--- src/hw/ulms_pkg.sv ---
// Package for the line and modem status block: map, fields, reset values, types
package ulms_pkg;
  localparam int ULMS_AW = 8;
  localparam int ULMS_DEPTH = 16;
  localparam int ULMS_PW = 4;
  // Register byte offsets
  localparam logic [ULMS_AW-1:0] ADDR_RX_DATA = 8'h00;
  localparam logic [ULMS_AW-1:0] ADDR_LINE_STATUS = 8'h04;
  localparam logic [ULMS_AW-1:0] ADDR_MODEM_STATUS = 8'h08;
  localparam logic [ULMS_AW-1:0] ADDR_SCRATCH_STORE = 8'h0c;
  localparam logic [ULMS_AW-1:0] ADDR_MODEM_CONTROL = 8'h10;
  localparam logic [ULMS_AW-1:0] ADDR_LINE_CONFIG = 8'h14;
  localparam logic [ULMS_AW-1:0] ADDR_INT_STATUS = 8'h18;
  localparam logic [ULMS_AW-1:0] ADDR_INT_MASK = 8'h1c;
  // Line status fields
  localparam int LS_DATA_READY = 0;
  localparam int LS_OVERRUN = 1;
  localparam int LS_PARITY = 2;
  // Modem control fields
  localparam int MC_LOOP = 4;
  // Line config fields
  localparam int CFG_FIFO_EN = 0;
  localparam int CFG_PAR_EN = 1;
  localparam int CFG_PAR_EVEN = 2;
  // Interrupt status fields
  localparam int INT_MODEM = 0;
  localparam int INT_OVERRUN = 1;
  localparam int INT_PARITY = 2;
  localparam int INT_DATA = 3;
  // Reset values
  localparam logic [7:0] RST_MODEM_CONTROL = 8'h00;
  localparam logic [2:0] RST_LINE_CONFIG = 3'h0;
  localparam logic [7:0] RST_SCRATCH = 8'h00;
  localparam logic [3:0] RST_INT_MASK = 4'h0;
  localparam logic [3:0] RST_MODEM_OUT_N = 4'hf;
  typedef struct packed {
    logic [7:0] data;
    logic par;
  } ulms_rx_char_t;
  typedef struct packed {
    logic perr;
    logic [7:0] data;
  } ulms_entry_t;
endpackage : ulms_pkg

--- src/hw/ulms_top.sv ---
// Line and modem status logic of one channel, with APB register access
// Summary of operation
// - Parity error bit flags a bad-parity character; FIFO mode shows the head character.
// - Overrun bit sets when a character completes while the receive FIFO is full.
// - On overrun the shift register is overwritten and nothing is pushed.
// - Data ready is high while any character is held, low when none.
// - Normal mode: upper modem status bits are inverted active-low modem inputs.
// - Loop-back: bits 7,6,5,4 return modem control bits 3,2,0,1.
// - Carrier detect, data set ready, clear to send changes latch flags either way.
// - Reading modem status returns the flags, then clears only the flags it returned.
// - Ring change flag sets only when the ring input pin rises, or in loop-back when modem control bit 2 falls.
// - Any set change flag raises the modem status interrupt condition.
// - An 8-bit scratch register is written and read back by software.
`timescale 1ns/1ps
module ulms_top
  import ulms_pkg::*;
(
  input wire logic CLOCK_I,
  input wire logic RSTN_I,
  input wire logic PSEL_I,
  input wire logic PENABLE_I,
  input wire logic PWRITE_I,
  input wire logic [ULMS_AW-1:0] PADDR_I,
  input wire logic [31:0] PWDATA_I,
  output logic [31:0] PRDATA_O,
  output logic PREADY_O,
  output logic PSLVERR_O,
  input wire logic RX_VALID_I,
  input wire ulms_rx_char_t RX_CHAR_I,
  input wire logic CD_N_I,
  input wire logic RI_N_I,
  input wire logic DSR_N_I,
  input wire logic CTS_N_I,
  output logic DTR_N_O,
  output logic RTS_N_O,
  output logic USER_OUTPUT_ONE_N_O,
  output logic USER_OUTPUT_TWO_N_O,
  output logic IRQ_O
);

  // Registers
  logic [7:0] modem_control_r;
  logic [2:0] line_config_r;
  logic [7:0] scratch_store_r;
  logic [3:0] int_mask_r;
  logic [3:0] int_status_r;
  logic [3:0] int_status_nxt;
  logic [3:0] delta_r;
  logic [3:0] delta_nxt;
  logic [3:0] modem_prev_r;
  logic primed_r;
  logic overrun_r;
  logic overrun_nxt;
  ulms_rx_char_t rx_shift_r;
  ulms_entry_t fifo_mem [ULMS_DEPTH];
  logic [ULMS_PW-1:0] wr_ptr_r;
  logic [ULMS_PW-1:0] rd_ptr_r;
  logic [ULMS_PW:0] count_r;
  logic [31:0] prdata_r;
  logic pready_r;
  logic pslverr_r;
  logic head_taken_r;
  logic [3:0] modem_out_n_r;
  logic irq_r;

  // Bus phases
  wire setup = PSEL_I && !PENABLE_I;
  wire done = PSEL_I && PENABLE_I && pready_r;
  wire wr_done = done && PWRITE_I;
  wire rd_done = done && !PWRITE_I;
  wire loop = modem_control_r[MC_LOOP];
  wire fifo_en = line_config_r[CFG_FIFO_EN];

  // Receive path
  wire [ULMS_PW:0] limit = fifo_en ? (ULMS_PW+1)'(ULMS_DEPTH) : (ULMS_PW+1)'(1);
  wire full = count_r >= limit;
  wire empty = count_r == '0;
  wire push = RX_VALID_I && !full;
  wire ovr_event = RX_VALID_I && full;
  wire pop = rd_done && PADDR_I == ADDR_RX_DATA && head_taken_r;
  wire par_expect = line_config_r[CFG_PAR_EVEN] ? ^RX_CHAR_I.data : ~^RX_CHAR_I.data;
  wire par_bad = line_config_r[CFG_PAR_EN] && (RX_CHAR_I.par != par_expect);
  ulms_entry_t head;
  assign head = fifo_mem[rd_ptr_r];
  wire head_perr = !empty && head.perr;
  wire [7:0] line_status = {5'h00, head_perr, overrun_r, !empty};

  // Modem status
  wire [3:0] modem_hi = loop ?
    {modem_control_r[3], modem_control_r[2], modem_control_r[0], modem_control_r[1]} :
    ~{CD_N_I, RI_N_I, DSR_N_I, CTS_N_I};
  wire [3:0] chg;
  genvar gi;
  generate
    for (gi = 0; gi < 4; gi++) begin : g_chg
      if (gi == 2) begin : g_ring
        assign chg[gi] = primed_r && modem_prev_r[gi] && !modem_hi[gi];
      end else begin : g_both
        assign chg[gi] = primed_r && (modem_prev_r[gi] ^ modem_hi[gi]);
      end
    end
  endgenerate
  wire [7:0] modem_status = {modem_hi, delta_r};
  wire msr_rd = rd_done && PADDR_I == ADDR_MODEM_STATUS;
  assign delta_nxt = (msr_rd ? delta_r & ~prdata_r[3:0] : delta_r) | chg;
  wire modem_int = |delta_r;

  // Sticky events
  wire lsr_rd = rd_done && PADDR_I == ADDR_LINE_STATUS;
  assign overrun_nxt = (lsr_rd && prdata_r[LS_OVERRUN] ? 1'b0 : overrun_r) | ovr_event;
  wire [3:0] events;
  assign events[INT_MODEM] = modem_int;
  assign events[INT_OVERRUN] = ovr_event;
  assign events[INT_PARITY] = push && par_bad;
  assign events[INT_DATA] = push && empty;
  wire ist_wr = wr_done && PADDR_I == ADDR_INT_STATUS;
  assign int_status_nxt = (int_status_r & ~(ist_wr ? PWDATA_I[3:0] : 4'h0)) | events;

  // Read decode
  logic [31:0] rdata;
  logic hit;
  always_comb begin
    hit = 1'b1;
    rdata = 32'h0000_0000;
    if (PADDR_I == ADDR_RX_DATA) begin
      rdata = {24'h00_0000, empty ? 8'h00 : head.data};
    end else if (PADDR_I == ADDR_LINE_STATUS) begin
      rdata = {24'h00_0000, line_status};
    end else if (PADDR_I == ADDR_MODEM_STATUS) begin
      rdata = {24'h00_0000, modem_status};
    end else if (PADDR_I == ADDR_SCRATCH_STORE) begin
      rdata = {24'h00_0000, scratch_store_r};
    end else if (PADDR_I == ADDR_MODEM_CONTROL) begin
      rdata = {24'h00_0000, modem_control_r};
    end else if (PADDR_I == ADDR_LINE_CONFIG) begin
      rdata = {29'h0000_0000, line_config_r};
    end else if (PADDR_I == ADDR_INT_STATUS) begin
      rdata = {28'h000_0000, int_status_r};
    end else if (PADDR_I == ADDR_INT_MASK) begin
      rdata = {28'h000_0000, int_mask_r};
    end else begin
      hit = 1'b0;
    end
  end

  // Bus answer, zero wait states
  always_ff @(posedge CLOCK_I or negedge RSTN_I) begin
    if (!RSTN_I) begin
      prdata_r <= 32'h0000_0000;
      pready_r <= 1'b0;
      pslverr_r <= 1'b0;
      head_taken_r <= 1'b0;
    end else begin
      pready_r <= setup;
      pslverr_r <= setup && !hit;
      if (setup && !PWRITE_I) begin
        prdata_r <= rdata;
        head_taken_r <= !empty;
      end
    end
  end

  // Software registers
  always_ff @(posedge CLOCK_I or negedge RSTN_I) begin
    if (!RSTN_I) begin
      modem_control_r <= RST_MODEM_CONTROL;
      line_config_r <= RST_LINE_CONFIG;
      scratch_store_r <= RST_SCRATCH;
      int_mask_r <= RST_INT_MASK;
    end else if (wr_done) begin
      if (PADDR_I == ADDR_SCRATCH_STORE) begin
        scratch_store_r <= PWDATA_I[7:0];
      end else if (PADDR_I == ADDR_MODEM_CONTROL) begin
        modem_control_r <= PWDATA_I[7:0];
      end else if (PADDR_I == ADDR_LINE_CONFIG) begin
        line_config_r <= PWDATA_I[2:0];
      end else if (PADDR_I == ADDR_INT_MASK) begin
        int_mask_r <= PWDATA_I[3:0];
      end
    end
  end

  // Status, interrupt and modem pins
  always_ff @(posedge CLOCK_I or negedge RSTN_I) begin
    if (!RSTN_I) begin
      delta_r <= 4'h0;
      modem_prev_r <= 4'h0;
      primed_r <= 1'b0;
      overrun_r <= 1'b0;
      int_status_r <= 4'h0;
      irq_r <= 1'b0;
      modem_out_n_r <= RST_MODEM_OUT_N;
    end else begin
      primed_r <= 1'b1;
      modem_prev_r <= modem_hi;
      delta_r <= delta_nxt;
      overrun_r <= overrun_nxt;
      int_status_r <= int_status_nxt;
      irq_r <= |(int_status_nxt & int_mask_r);
      modem_out_n_r <= loop ? RST_MODEM_OUT_N : ~modem_control_r[3:0];
    end
  end

  // Receive shift register and FIFO
  always_ff @(posedge CLOCK_I or negedge RSTN_I) begin
    if (!RSTN_I) begin
      rx_shift_r <= '0;
      wr_ptr_r <= '0;
      rd_ptr_r <= '0;
      count_r <= '0;
    end else begin
      if (RX_VALID_I) begin
        rx_shift_r <= RX_CHAR_I;
      end
      if (push) begin
        wr_ptr_r <= wr_ptr_r + 1'b1;
      end
      if (pop) begin
        rd_ptr_r <= rd_ptr_r + 1'b1;
      end
      count_r <= count_r + (ULMS_PW+1)'(push) - (ULMS_PW+1)'(pop);
    end
  end

  always_ff @(posedge CLOCK_I) begin
    if (push) begin
      fifo_mem[wr_ptr_r] <= '{perr: par_bad, data: RX_CHAR_I.data};
    end
  end

  assign PRDATA_O = prdata_r;
  assign PREADY_O = pready_r;
  assign PSLVERR_O = pslverr_r;
  assign IRQ_O = irq_r;
  assign DTR_N_O = modem_out_n_r[0];
  assign RTS_N_O = modem_out_n_r[1];
  assign USER_OUTPUT_ONE_N_O = modem_out_n_r[2];
  assign USER_OUTPUT_TWO_N_O = modem_out_n_r[3];

  wire scr_wr = wr_done && PADDR_I == ADDR_SCRATCH_STORE;
endmodule : ulms_top
--- config.mk ---
export PLATFORM = sky130hd
export DESIGN_NAME = ulms_top
export DESIGN_NICKNAME = d
export VERILOG_FILES = /design/src/hw/ulms_pkg.sv /design/src/hw/ulms_top.sv
export SDC_FILE = /design/constraint.sdc
export NUM_CORES = 1
export LEC_CHECK = 0
export ABC_AREA = 1
export CAP_MARGIN = 15
export CORE_MARGIN = 4
export CORE_UTILIZATION = 65
export DETAILED_ROUTE_END_ITERATION = 8
export DONT_BUFFER_PORTS = 1
export PLACE_DENSITY = 0.84
export SYNTH_ARGS = -nofsm -noshare
export SYNTH_HDL_FRONTEND = slang
export SYNTH_SLANG_ARGS = --single-unit
--- constraint.sdc ---
create_clock -name CLOCK_I -period 4.18 [get_ports CLOCK_I]
set_clock_uncertainty 0.05 [all_clocks]
set_input_delay 1.254 -clock CLOCK_I [delete_from_list [all_inputs] [get_ports CLOCK_I]]
set_output_delay 1.254 -clock CLOCK_I [all_outputs]
set_load 0.1 [all_outputs]
==> PnR_summary.wiki <==
{| class="wikitable"
! Metric !! Value
|-
| Number of antenna cells inserted || 0
|-
| Highest fanout seen on the critical path || 6
|-
| Vias || 6840
|-
| Remaining antenna violation count after routing || 0
|-
| LEAKAGE || 4.37 nW
|-
| Number of slew-limit violations in the final report || 0
|-
| Layout cell share with drive strength beyond 1 || 6.85%
|-
| Final count of hold timing violations || 0
|-
| Final Cycle Share || 75.7%
|-
| Proportion of synthesized chip area in sequential cells || 61.0%
|-
| Num CTS Buffers || 21
|-
| Result of the run || complete, no violations
|-
| IO Pins || 98
|-
| CTS H-tree depth || 1
|-
| Vertical extent of the die || 131 µm
|-
| Max rail drop VDD || 0.439 mV
|-
| Filler-free cell count of the finished design || 1192
|-
| Pin count of the biggest net entering global routing || 86
|-
| Area of the core || 0.0146 mm²
|-
| Number of max-cap violations || 0
|-
| First drt pass iteration count || 6
|-
| Residual overflow from global routing || 0
|-
| Clock-pin slew on the worst setup and hold paths || 0.06 ns
|-
| Post-CTS setup repair buffer count || 0
|-
| Clock tree from TritonCTS || built
|-
| Total GRT Usage || 25.8%
|-
| Share of synthesized flip-flops with an asynchronous set or reset || 31.4%
|-
| Total of buffers placed on input and output ports || 0
|-
| Critical path's most frequent cell || sky130_fd_sc_hd__inv_1
|-
| Initial Util || 66.9%
|-
| Maximum buffer depth of the clock tree || 3
|-
| Number of clock sinks seen by CTS || 210
|-
| Relative slew margins || 24.9%
|-
| Number of flops mapped to enable cells by yosys || 144
|-
| Worst setup slack after placement || 0.537 ns
|-
| Worst Path Class, Setup || input port to flip-flop
|-
| Number of library cell types mapped by synthesis || 39
|-
| Path category of the worst min-delay check || input port to async pin
|-
| Number of hold buffers added after cts || 0
|-
| Maximum clock frequency || 316 MHz
|-
| Detailed Route Iter0 Violations || 744
|-
| Area Overhead vs Synth || 6.60%
|-
| Placed Instance Area || 0.00979 mm²
|-
| Standard cell with the maximum stage delay on the critical path || sky130_fd_sc_hd__fa_1
|-
| Ordered cell list for the critical path || inv_1 -> nand2_2 -> nor2_2 -> nand2_2 -> nor2_1 -> nand3_1 -> inv_2 -> ha_1 -> inv_1 -> ha_1 -> inv_1 -> fa_1 -> o21ai_0 -> a21oi_1 -> xor2_1
|-
| Mapped cell area || 0.00980 mm²
|-
| Via count of the first global-routing pass || 6595
|-
| Final net count || 1069
|-
| Cells after synthesis || 997
|-
| Synth warnings || 0
|-
| Number of cells in the design after placement || 1155
|-
| Worst path required time || 4.50 ns
|-
| Setup slack after layout || 1.01 ns
|-
| Initial antenna violation count || 0
|-
| Remaining routing DRC violations || 0
|-
| Die Span X || 131 µm
|-
| Worst hold slack || 0.406 ns
|-
| Via-per-instance ratio || 5.74
|-
| Total half-perimeter wirelength after legalization and detailed placement || 13500 µm
|-
| Global-route wire length before repair || 33900 µm
|-
| WL per Instance || 18.1 µm
|-
| Routability Congestion || 0.906
|-
| Final Cell Area || 0.0105 mm²
|-
| Critical Path Sink Type || flip-flop
|-
| Setup-violating endpoint count in the final report || 0
|-
| CP peak stage delay || 0.42 ns
|-
| Most used DFF post-synth || sky130_fd_sc_hd__edfxtp_1
|-
| Crit path DAT || 3.49 ns
|-
| Post-layout min period || 3.17 ns
|-
| Measured slew at the worst slew-check pin || 1.13 ns
|-
| Final wirelength || 21600 µm
|-
| Post-cts sizing count || 0
|-
| Unrepaired setup endpoints after global routing || false
|-
| Power per cell area || 472 mW/mm²
|-
| Number of rows in the core area || 44
|-
| Clock latency at the later pin of the worst-skew pair || 0.50 ns
|-
| Die footprint || 0.0171 mm²
|-
| Setup total negative slack || 0 ns
|-
| Root Driver || sky130_fd_sc_hd__clkbuf_16
|-
| Kind of start point of the critical path || input port
|-
| Syn Area/Cell || 9.83 µm²
|-
| Synthesis-stage register bit count || 210
|}
[metal layers]
metal,wire length [µm],track usage [%],vias to the layer above
met5,0,0,-
met3,2040,5.24,61
met1,8400,35.4,3229
met4,777,9.50,0
met2,10300,41.5,326
li1,-,-,3224
[registers in the layout, indices dropped and copies added (netlist names), 3 cells and up]
register and cells:
wr_ptr_r 4, modem_out_n_r 4, PRDATA_O 8, int_mask_r 4, modem_control_r 8, modem_prev_r 4, count_r 5, scratch_store_r 8
rd_ptr_r 4, delta_r 4, fifo_mem 144, int_status_r 4, line_config_r 3
[layout make-up]
cell class              count  area, µm²
fillers                   964       4190
inverters                 111        417
well taps                 184        230
repair buffers              7       52.6
clock inverters             8       88.8
clock buffers              29        576
multi-input cells         643       3100
flip-flops and latches    210       5980
[cell usage in the layout, fill, tap and decap left out, types with 3 or more instances in the layout]
master	n
sky130_fd_sc_hd__dfstp_2	4
sky130_fd_sc_hd__nor2_4	3
sky130_fd_sc_hd__buf_4	7
sky130_fd_sc_hd__nor2_1	106
sky130_fd_sc_hd__o211ai_1	14
sky130_fd_sc_hd__nand4_1	8
sky130_fd_sc_hd__nand2_1	240
sky130_fd_sc_hd__a21boi_1	4
sky130_fd_sc_hd__nand3b_1	3
sky130_fd_sc_hd__clkbuf_16	21
sky130_fd_sc_hd__nor2_2	5
sky130_fd_sc_hd__o21ai_1	24
sky130_fd_sc_hd__clkbuf_1	6
sky130_fd_sc_hd__or2_2	4
sky130_fd_sc_hd__clkinv_1	6
sky130_fd_sc_hd__o21ai_0	72
sky130_fd_sc_hd__inv_2	3
sky130_fd_sc_hd__ha_1	15
sky130_fd_sc_hd__inv_1	106
sky130_fd_sc_hd__conb_1	25
sky130_fd_sc_hd__nand2_2	5
sky130_fd_sc_hd__edfxtp_1	144
sky130_fd_sc_hd__a21oi_1	13
sky130_fd_sc_hd__dfrtp_1	61
sky130_fd_sc_hd__xor2_1	12
sky130_fd_sc_hd__nand3_1	71
[power by group]
group / total [W] / switching [W] / internal (W)
combinational: 0.000571 / 0.000411 / 0.000160
sequential: 0.00252 / 0.000164 / 0.00236
clock: 0.00183 / 0.000751 / 0.00108
total: 0.00493 / 0.00133 / 0.00360
[synthesized netlist by cell type (3+ instances only)]
cell type                  number  area share [%]
sky130_fd_sc_hd__o21ai_0       72             3.7
sky130_fd_sc_hd__nor2_2         5            0.32
sky130_fd_sc_hd__nand4_1        8            0.51
sky130_fd_sc_hd__a21oi_1       13            0.66
sky130_fd_sc_hd__ha_1          15             1.9
sky130_fd_sc_hd__nor2_4         3            0.34
sky130_fd_sc_hd__or2_2          4            0.26
sky130_fd_sc_hd__a21boi_1       4            0.31
sky130_fd_sc_hd__nand2_2        5            0.32
sky130_fd_sc_hd__buf_6          8            0.92
sky130_fd_sc_hd__buf_2         19            0.97
sky130_fd_sc_hd__inv_2          3            0.11
sky130_fd_sc_hd__nand3_1       71             3.6
sky130_fd_sc_hd__o211ai_1      14             1.1
sky130_fd_sc_hd__nand2_1      240             9.2
sky130_fd_sc_hd__edfxtp_1     144              44
sky130_fd_sc_hd__dfstp_2        4             1.1
sky130_fd_sc_hd__inv_1        106             4.1
sky130_fd_sc_hd__o21ai_1       24             1.2
sky130_fd_sc_hd__nor2_1       106             4.1
sky130_fd_sc_hd__dfrtp_1       62              16
sky130_fd_sc_hd__clkbuf_1       4            0.15
sky130_fd_sc_hd__nand3b_1       3            0.23
sky130_fd_sc_hd__xor2_1        12             1.1
sky130_fd_sc_hd__buf_4         25             1.9
[cells by family after synthesis]
kind of cell,count (synthesis),synth area share [%]
compound gates,131,7.28
flops,210,61.0
buf+inv,167,8.21
xor+xnor,13,1.16
fa+ha+maj,16,2.12
other cells,2,0.0766
simple gates,458,20.2
[final timing paths]
check | slack (ns) | cells after the start | startpoint | to
max | 1.01 | 15 | PADDR_I[0] | count_r[4]
min | 0.41 | 0 | RSTN_I | modem_prev_r[0]
max reg2reg | 1.28 | 13 | PREADY_O | count_r[4]
min reg2reg | 0.44 | 2 | line_config_r[0] | line_config_r[0]
max in group asynchronous | 3.49 | 0 | RSTN_I | modem_out_n_r[2]
min in group CLOCK_I | 0.44 | 2 | line_config_r[0] | line_config_r[0]
[through the flow]
stage	utilization, %	total power [W]
after floorplan	-	0.00301
after detailed placement	66.8	0.00312
after global routing	71.4	0.00512
final	71.4	0.00493
after CTS	71.4	0.00492
after global placement	66.8	0.00309
[worst max-delay path, delay by kind of cell]
| kind | cells | cell delay [ns] |
|---|---|---|
| adder cells (fa/ha/maj) | 3 | 0.82 |
| XOR/XNOR | 1 | 0.14 |
| AO/OA/AOI/OAI | 2 | 0.27 |
| buffers and inverters | 4 | 0.30 |
| AND/OR/NAND/NOR | 5 | 0.68 |
(Power assumes the default switching activity.)
